`config.mk`:
```
export PLATFORM = sky130hd
export DESIGN_NAME = timer_alarm_channel
export DESIGN_NICKNAME = d
export VERILOG_FILES = /design/src/alarm_pkg.sv /design/src/alarm_match.sv /design/src/alarm_pulse.sv /design/src/timer_alarm_channel.sv
export SDC_FILE = /design/constraint.sdc
export NUM_CORES = 1
export LEC_CHECK = 0
export ABC_CLOCK_PERIOD_IN_PS = 4800
export BUFFER_PORTS_ARGS = -buffer_cell sky130_fd_sc_hd__buf_2
export CORE_UTILIZATION = 40
export CTS_CLUSTER_SIZE = 25
export DETAILED_ROUTE_END_ITERATION = 8
export HOLD_SLACK_MARGIN = 0.06
export PLACE_DENSITY_LB_ADDON = 0.25
export RECOVER_POWER = 50
export SLEW_MARGIN = 25
export SYNTH_ARGS = -nofsm -noshare
export SYNTH_HDL_FRONTEND = slang
export SYNTH_SLANG_ARGS = --single-unit
```
`constraint.sdc`:
```
create_clock -name mclk -period 4.8 [get_ports mclk]
set_clock_uncertainty 0.2 [all_clocks]
set_input_delay 0.48 -clock mclk [delete_from_list [all_inputs] [get_ports mclk]]
set_output_delay 0.48 -clock mclk [all_outputs]
set_load 0.01 [all_outputs]
```
`src/alarm_pkg.sv`:
```
// alarm channel package: register map, field positions, modes, helpers
// assumes byte offsets on a simple strobed register port
package alarm_pkg;

    // ==========================================================
    // register map
    localparam logic [7:0] OFS_CONFIG  = 8'h20;
    localparam logic [7:0] OFS_CONTROL = 8'h24;
    localparam logic [7:0] OFS_TRIGGER = 8'h28;
    localparam logic [7:0] OFS_PULSE   = 8'h2C;

    // ==========================================================
    // field positions
    localparam int CFG_REPEAT_BIT  = 4;
    localparam int CFG_MODE_LSB    = 0;
    localparam int CTL_UPDATE_BIT  = 15;
    localparam int CTL_RUNNING_BIT = 8;
    localparam int CTL_HALT_BIT    = 4;
    localparam int CTL_GO_BIT      = 0;

    // ==========================================================
    // reset values
    localparam logic [31:0] FIRE_VALUE_RST = 32'h0000_0000;
    localparam logic [31:0] PULSE_LEN_RST  = 32'h0000_0000;
    localparam logic [31:0] ZERO_WORD      = 32'h0000_0000;

    // ==========================================================
    // types
    typedef enum logic [1:0] {
        MODE_ABSOLUTE = 2'h0,
        MODE_RELATIVE = 2'h1,
        MODE_COMBINED = 2'h2,
        MODE_RESERVED = 2'h3
    } fire_mode_t;

    typedef enum logic [1:0] {
        ST_IDLE  = 2'h1,
        ST_ARMED = 2'h2
    } chan_state_t;

    // next compare target; reserved mode behaves as absolute
    function automatic logic [31:0] next_target(
        input fire_mode_t  mode,
        input logic        first,
        input logic [31:0] base,
        input logic [31:0] value
    );
        logic [31:0] sum;
        sum = 32'(base + value);
        case (mode)
            MODE_RELATIVE: next_target = sum;
            MODE_COMBINED: next_target = first ? value : sum;
            default:       next_target = value;
        endcase
    endfunction : next_target

endpackage : alarm_pkg

```
`src/alarm_match.sv`:
```
// compare unit: holds the target and flags a match with the timer
// assumes timer_count is produced on mclk
`timescale 1ns/1ps
module alarm_match #(
    parameter int W = 32
) (
    // clock and reset
    input  wire logic         mclk,
    input  wire logic         rst_b,
    // control
    input  wire logic         arm,
    input  wire logic         load,
    input  wire logic [W-1:0] target_in,
    // timer and result
    input  wire logic [W-1:0] timer_count,
    output logic      [W-1:0] target,
    output logic              hit
);

    logic [W-1:0] target_r;

    always_ff @(posedge mclk) begin
        if (!rst_b)
            target_r <= '0;
        else if (load)
            target_r <= target_in;
    end

    assign target = target_r;
    assign hit    = arm && (timer_count == target_r);

endmodule : alarm_match

```
`src/alarm_pulse.sv`:
```
// output pulse stretcher: high for 'length' cycles after each fire
// assumes fire is a one-cycle pulse on mclk; a new fire retriggers
`timescale 1ns/1ps
module alarm_pulse #(
    parameter int W = 32
) (
    // clock and reset
    input  wire logic         mclk,
    input  wire logic         rst_b,
    // trigger
    input  wire logic         fire,
    input  wire logic [W-1:0] length,
    // output
    output logic              pulse
);

    logic [W-1:0] cnt_r;
    logic [W-1:0] cnt_nxt;
    logic         pulse_r;

    assign cnt_nxt = fire ? length
                   : (cnt_r != '0) ? W'(cnt_r - 1'b1) : '0;

    always_ff @(posedge mclk) begin
        if (!rst_b) begin
            cnt_r   <= '0;
            pulse_r <= 1'b0;
        end else begin
            cnt_r   <= cnt_nxt;
            pulse_r <= (cnt_nxt != '0);
        end
    end

    assign pulse = pulse_r;

endmodule : alarm_pulse

```
`src/timer_alarm_channel.sv`:
```
// one alarm channel: register port, arming state, staged updates
// assumes timer_count comes from a timer on mclk; reg port is a
// single-cycle strobe interface, read data one cycle after reg_rd
`timescale 1ns/1ps

// Notes on behaviour
// - config bit 4 picks single or continuous
// - mode 00 fires on count equal value
// - mode 01 fires each value-sized advance
// - mode 10 absolute first, then relative
// - control bit 15 flags staged update
// - staging governed by flag only when enabled
// - update flag ignored while disabled
// - writing stop bit disables channel
// - writing start bit enables or restarts
// - 32-bit trigger value at 0x28, resets zero
// - pulse length sets output pulse duration
// - staged values apply at fire or start
// - disabled channel applies writes immediately
module timer_alarm_channel (
    // clock and reset
    input  wire logic        mclk,
    input  wire logic        rst_b,
    // register port
    input  wire logic        reg_wr,
    input  wire logic        reg_rd,
    input  wire logic [7:0]  reg_addr,
    input  wire logic [31:0] reg_wdata,
    output logic      [31:0] reg_rdata,
    // timer source
    input  wire logic [31:0] timer_count,
    // alarm outputs
    output logic             alarm_pulse,
    output logic             alarm_event,
    output logic             channel_running_flag
);

    // ==========================================================
    // register decode
    wire wr_cfg  = reg_wr && (reg_addr == alarm_pkg::OFS_CONFIG);
    wire wr_ctl  = reg_wr && (reg_addr == alarm_pkg::OFS_CONTROL);
    wire wr_trig = reg_wr && (reg_addr == alarm_pkg::OFS_TRIGGER);
    wire wr_len  = reg_wr && (reg_addr == alarm_pkg::OFS_PULSE);

    wire go_strobe   = wr_ctl && reg_wdata[alarm_pkg::CTL_GO_BIT];
    wire halt_strobe = wr_ctl && reg_wdata[alarm_pkg::CTL_HALT_BIT];
    wire upd_strobe  = wr_ctl && reg_wdata[alarm_pkg::CTL_UPDATE_BIT];

    // ==========================================================
    // state
    alarm_pkg::chan_state_t state_r;
    alarm_pkg::chan_state_t state_nxt;
    alarm_pkg::fire_mode_t  fire_mode_r;
    logic        repeat_select_r;
    logic        staged_update_flag_r;
    logic [31:0] fire_value_r;
    logic [31:0] pulse_length_r;
    logic [31:0] act_value_r;
    logic [31:0] act_len_r;
    logic [31:0] reg_rdata_r;
    logic        event_r;
    logic [31:0] target;
    logic        hit;

    wire running = (state_r == alarm_pkg::ST_ARMED);
    // a start or stop in the same cycle overrides a coincident match
    wire fire    = hit && !go_strobe && !halt_strobe;
    wire apply   = running && staged_update_flag_r
                   && (fire || go_strobe);

    // values seen by the compare and pulse logic
    wire [31:0] eff_value = running ? act_value_r : fire_value_r;
    wire [31:0] eff_len   = running ? act_len_r : pulse_length_r;
    wire [31:0] use_value = apply ? fire_value_r : eff_value;
    wire [31:0] use_len   = apply ? pulse_length_r : eff_len;

    // ==========================================================
    // arming state machine
    always_comb begin
        state_nxt = state_r;
        case (state_r)
            alarm_pkg::ST_IDLE: begin
                if (go_strobe && !halt_strobe)
                    state_nxt = alarm_pkg::ST_ARMED;
            end
            alarm_pkg::ST_ARMED: begin
                if (halt_strobe)
                    state_nxt = alarm_pkg::ST_IDLE;
                else if (fire && !repeat_select_r)
                    state_nxt = alarm_pkg::ST_IDLE;
            end
            default: state_nxt = alarm_pkg::ST_IDLE;
        endcase
    end

    wire load_go   = go_strobe && !halt_strobe;
    wire load_fire = fire && repeat_select_r;
    // only a start computes the first target; each fire in continuous mode reloads it, stepping on in relative and combined modes
    wire [31:0] target_in = alarm_pkg::next_target(
        fire_mode_r, load_go,
        load_go ? timer_count : target, use_value);

    alarm_match #(
        .W (32)
    ) u_match (
        .mclk        (mclk),
        .rst_b       (rst_b),
        .arm         (running),
        .load        (load_go || load_fire),
        .target_in   (target_in),
        .timer_count (timer_count),
        .target      (target),
        .hit         (hit)
    );

    alarm_pulse #(
        .W (32)
    ) u_pulse (
        .mclk   (mclk),
        .rst_b  (rst_b),
        .fire   (fire),
        .length (use_len),
        .pulse  (alarm_pulse)
    );

    // ==========================================================
    // registers
    always_ff @(posedge mclk) begin
        if (!rst_b) begin
            state_r         <= alarm_pkg::ST_IDLE;
            fire_mode_r     <= alarm_pkg::MODE_ABSOLUTE;
            repeat_select_r <= 1'b0;
            event_r         <= 1'b0;
        end else begin
            state_r <= state_nxt;
            event_r <= fire;
            // mode fields trusted to change only while idle
            if (wr_cfg) begin
                repeat_select_r <= reg_wdata[alarm_pkg::CFG_REPEAT_BIT];
                fire_mode_r <= alarm_pkg::fire_mode_t'(
                    reg_wdata[alarm_pkg::CFG_MODE_LSB +: 2]);
            end
        end
    end

    always_ff @(posedge mclk) begin
        if (!rst_b) begin
            fire_value_r   <= alarm_pkg::FIRE_VALUE_RST;
            pulse_length_r <= alarm_pkg::PULSE_LEN_RST;
        end else begin
            if (wr_trig)
                fire_value_r <= reg_wdata;
            if (wr_len)
                pulse_length_r <= reg_wdata;
        end
    end

    // active copies follow the written ones only when idle or applied
    always_ff @(posedge mclk) begin
        if (!rst_b) begin
            act_value_r <= alarm_pkg::FIRE_VALUE_RST;
            act_len_r   <= alarm_pkg::PULSE_LEN_RST;
        end else if (!running || apply) begin
            // an apply takes the staged copy, not a coincident write
            act_value_r <= (wr_trig && !running) ? reg_wdata
                                                 : fire_value_r;
            act_len_r   <= (wr_len && !running) ? reg_wdata
                                                : pulse_length_r;
        end
    end

    // new request wins over a coincident apply
    always_ff @(posedge mclk) begin
        if (!rst_b)
            staged_update_flag_r <= 1'b0;
        else if (upd_strobe && running)
            staged_update_flag_r <= 1'b1;
        else if (apply || !running)
            staged_update_flag_r <= 1'b0;
    end

    // ==========================================================
    // read back
    wire [31:0] cfg_word = {27'h0, repeat_select_r, 2'h0, fire_mode_r};
    wire [31:0] ctl_word = {16'h0, staged_update_flag_r, 6'h0,
                            running, 8'h0};
    wire [31:0] rd_mux =
        (reg_addr == alarm_pkg::OFS_CONFIG)  ? cfg_word :
        (reg_addr == alarm_pkg::OFS_CONTROL) ? ctl_word :
        (reg_addr == alarm_pkg::OFS_TRIGGER) ? fire_value_r :
        (reg_addr == alarm_pkg::OFS_PULSE)   ? pulse_length_r :
                                               alarm_pkg::ZERO_WORD;

    always_ff @(posedge mclk) begin
        if (!rst_b)
            reg_rdata_r <= alarm_pkg::ZERO_WORD;
        else if (reg_rd)
            reg_rdata_r <= rd_mux;
    end

    assign reg_rdata            = reg_rdata_r;
    assign alarm_event          = event_r;
    assign channel_running_flag = running;
endmodule : timer_alarm_channel

```
==> metrics.md <==
| Metric | Value |
|---|---|
| Distinct cells, synth | `77` |
| Initial Util | `40.7%` |
| F_max | `213 MHz` |
| Port Buf Inserts | `110` |
| Slowest-stage cell, CP | `or4_4` |
| Layout fillers | `3228` |
| #FFs+latches synth | `232` |
| Synth Net Count | `1911` |
| Post-DR wirelength/cell | `19.6 microns` |
| CP Buf/Inv Count | `4` |
| Nets | `2174` |
| Yosys warns | `0` |
| Largest stage delay, worst path | `0.60 ns` |
| Endpoints failing setup | `0` |
| Switching power | `0.00169 W` |
| WP data required | `5.06 ns` |
| Vias per cell | `5.66` |
| Slew @ Worst Pin | `1.97 ns` |
| Reg-to-reg startpoint | `u_match.target[29]$_SDFFE_PN0P_` |
| Num rows | `67` |
| Area Overhead vs Synth | `27.4%` |
| Hold/Removal Path Class | `input port to flop` |
| Comb power frac | `22.0%` |
| DPL Wire Length | `36100 microns` |
| FF-to-FF End | `u_match.target[31]$_SDFFE_PN0P_` |
| R2R Setup Slk | `0.11 ns` |
| # clock sinks | `232` |
| Critical Path End Type | `flop` |
| Total number of vias | `14357` |
| Routed WL | `49800 microns` |
| Async S/R FF share, synth | `0%` |
| First-pass GRT wire length | `76400 microns` |
| Antenna-violating nets left | `0` |
| Htree depth | `1` |
| Grt total ovfl | `0` |
| Clock-pin slew on the worst setup and hold paths | `0.07 ns` |
| Stages on worst setup path | `19` |
| Delay-heaviest family, CP | `simple AND/OR/NAND/NOR gates` |
| VDD IR max | `0.000292 V` |
| Die Span Y | `187 microns` |
| CP Capture Point | `u_match.target[31]$_SDFFE_PN0P_` |
| Drt drc | `0` |
| Total iterations of the first detailed-routing run | `5` |
| Tot GR Track Use | `27.6%` |
| PwrDens | `325 nW/um^2` |
| CTS Buffer Depth | `3` |
| Initial antenna violation count | `3` |
| Crit Path Class | `flop to flop` |
| Final Util | `51.9%` |
| Leak pwr | `7.37 nW` |
| CP most frequent cell | `buf_4` |
| Final period utilization | `97.7%` |
| Largest net degree at the start of global routing | `93` |
| Relative slew margins | `-31.2%` |
| Share of layout cells above drive strength 1 | `22.2%` |
| Clock Tree Root | `clkbuf_16` |
| Top-Level Pins | `111` |
| Ys flop type | `dfxtp_1` |
| Unrepaired setup endpoints after global routing | `true` |
| Sw frac | `29.9%` |
| Core ar. | `33500 sq um` |
| Syn Inst Count | `1802` |
| Post-synth EDFFs | `0` |
| Status | `finished, violations left` |
| Syn Area/Cell | `7.58 sq um` |
| Internal power | `0.00396 W` |
| Sequential Power Share | `37.8%` |
| Cells along the critical path | `xor2_1, nor4_1, nand4_1, or4_4, buf_8, buf_4, nand3_1, nand2_1, ha_1, a21oi_1, o41ai_2, buf_4, a21oi_1, nand4b_1, nand3_1, nor2_2, buf_4, nor4_1, or3_1` |
| Die Width | `187 microns` |
| Failing checks | `max-capacitance violations, max-slew violations` |
| Final min period | `4.69 ns` |
| Crit path max fanout | `7` |
| Max-slew violations | `66` |
| Final hold viol count | `0` |
| Worst setup path start | `u_match.target[29]$_SDFFE_PN0P_` |
| GPL Wtd Cong | `0.983` |
| WP data arrival | `4.95 ns` |
| Max Cap Viol | `2` |
| Mapped Area | `13700 sq um` |
| Area of the multi-input gates | `8690 sq um` |
| Reg2Reg Depth | `19` |
| CP Launch Type | `flop` |
| Die area | `34900 sq um` |
| Sequential cell area fraction in the yosys report | `34.0%` |
| Number of buffers created by CTS | `27` |
| Iter 0 DRT Violations | `1343` |
| CTS tree | `done` |
| Sequential cell area | `4650 sq um` |
| Pwr Total | `0.00565 W` |
| Worst-skew pair later-pin latency | `0.57 ns` |
| Clock network power share | `40.2%` |
| Vias in the first global route | `13559` |
registers in the layout (all words and copies together), names as in the netlist:
name,flops
act_len_r,32
act_value_r,32
alarm_event,1
fire_mode_r,2
fire_value_r,32
pulse_length_r,32
reg_rdata,32
repeat_select_r,1
staged_update_flag_r,1
state_r,2
u_match.target,32
u_pulse.cnt_r,32
u_pulse.pulse,1
cell usage after synthesis (4+ instances only):
master | count | share of area (%)
o211ai_1 | 4 | 0.22
a211oi_1 | 13 | 0.71
inv_1 | 30 | 0.82
nor4_1 | 18 | 0.82
o22ai_1 | 7 | 0.32
a21o_1 | 22 | 1.2
o21a_1 | 8 | 0.44
clkbuf_1 | 96 | 2.6
or4_1 | 4 | 0.22
nor3_1 | 55 | 2.0
and3_1 | 15 | 0.69
nand2_1 | 357 | 9.8
and2_1 | 12 | 0.55
or3_1 | 11 | 0.50
a31oi_1 | 6 | 0.27
nor2b_1 | 11 | 0.50
nor2_1 | 159 | 4.4
nand3b_1 | 5 | 0.27
buf_1 | 15 | 0.41
a21oi_1 | 231 | 8.5
a22oi_1 | 9 | 0.49
xnor2_1 | 21 | 1.3
mux2_2 | 78 | 6.4
a221o_1 | 4 | 0.29
o21bai_1 | 4 | 0.22
ha_1 | 33 | 3.0
a311oi_1 | 21 | 1.3
a21boi_0 | 5 | 0.27
mux2i_1 | 20 | 1.5
o21ai_0 | 58 | 2.1
nand4_1 | 14 | 0.64
nand3_1 | 57 | 2.1
dfxtp_1 | 232 | 34
o31ai_1 | 6 | 0.33
xor2_1 | 61 | 3.9
a221oi_1 | 33 | 2.1
nand2b_1 | 11 | 0.50
per-layer routing:
layer  wire length, microns  track usage [%]  vias to the layer above  part of all wire (%)
li1                       -                -                     6935                     -
met1                  21900             37.1                     6757                    44
met2                  22200             44.5                      539                    45
met3                   3630             4.21                      122                   7.3
met4                   1980             10.1                        4                   4.0
met5                     30                0                        -                 0.060
kinds of logic after synthesis:
group | after synthesis | share of synthesized area, %
simple gates | 752 | 24.6
compound gates | 459 | 21.0
flops | 232 | 34.0
buf+inv | 146 | 4.20
mux | 98 | 7.90
xor+xnor | 82 | 5.26
fa+ha+maj | 33 | 3.02
placed cells by master, fill, tap and decap left out, types with 22 or more instances in the layout:
cell and instances:
nand2_1 355, dfxtp_1 231, a21oi_1 224, buf_4 197
nor2_1 157, mux2_2 78, buf_2 76, xor2_1 61
nand3_1 55, o21ai_0 55, nor3_1 55, clkbuf_1 41
a221oi_1 32, ha_1 30, dlygate4sd3_1 30, inv_1 28
clkbuf_16 27, a21o_1 22
stage by stage:
stage	std cells	setup WS, ns	setup TNS [ns]	instance area, sq um	hold WS, ns
global placement	2448	-0.625	-4.76	15900	0.247
finish	2535	0.110	0	17400	0.124
detailed placement	2448	-0.552	-5.59	15900	0.255
floorplan	1802	0.00175	0	13700	0.231
CTS	2529	0.00841	0	17300	0.0928
global route	2534	-0.140	-0.445	17400	0.102
power by group through the flow:
stage          Combinational [W]  Sequential [W]  Clock, W
4_1_cts                  0.00124         0.00213   0.00230
6_report                 0.00124         0.00214   0.00227
3_5_place_dp             0.00122         0.00217         0
5_1_grt                  0.00138         0.00215   0.00239
3_3_place_gp             0.00120         0.00217         0
2_1_floorplan           0.000844         0.00216         0
worst min path at each step:
stage                                  from                      endpoint  slack, ns  cells after the start
2_1_floorplan  act_value_r[10]$_SDFFE_PN0P_  act_value_r[10]$_SDFFE_PN0P_       0.23                      2
3_3_place_gp     act_len_r[21]$_SDFFE_PN0P_    act_len_r[21]$_SDFFE_PN0P_       0.25                      2
3_5_place_dp   act_value_r[30]$_SDFFE_PN0P_  act_value_r[30]$_SDFFE_PN0P_       0.25                      2
4_1_cts                               rst_b  u_pulse.cnt_r[12]$_SDFF_PN0_       0.09                      2
5_1_grt                               rst_b  u_pulse.cnt_r[12]$_SDFF_PN0_       0.10                      2
6_report                              rst_b  u_pulse.cnt_r[12]$_SDFF_PN0_       0.12                      2
area by class of cell:
type                            count  share of cell area (%)
Sequential cell                   232                    26.7
Inverter                           30                   0.676
Multi-Input combinational cell   1425                    49.9
Clock inverter                     14                    1.27
Antenna cell                        1                  0.0144
Tap cell                          448                    3.22
Clock buffer                       36                    4.36
Timing Repair Buffer              349                    13.8
what timing repair did:
| action | CTS | global route |
|---|---|---|
| gates resized for setup | 7 | 39 |
| gates cloned | 0 | 1 |
| endpoints found under the setup margin | 15 | 18 |
| pin swaps | 2 | 10 |
| hold endpoints to repair | 75 | 0 |
| setup buffers | 1 | 4 |
| hold buffers | 30 | 0 |
Note: power is estimated with default switching activity, not from simulation.
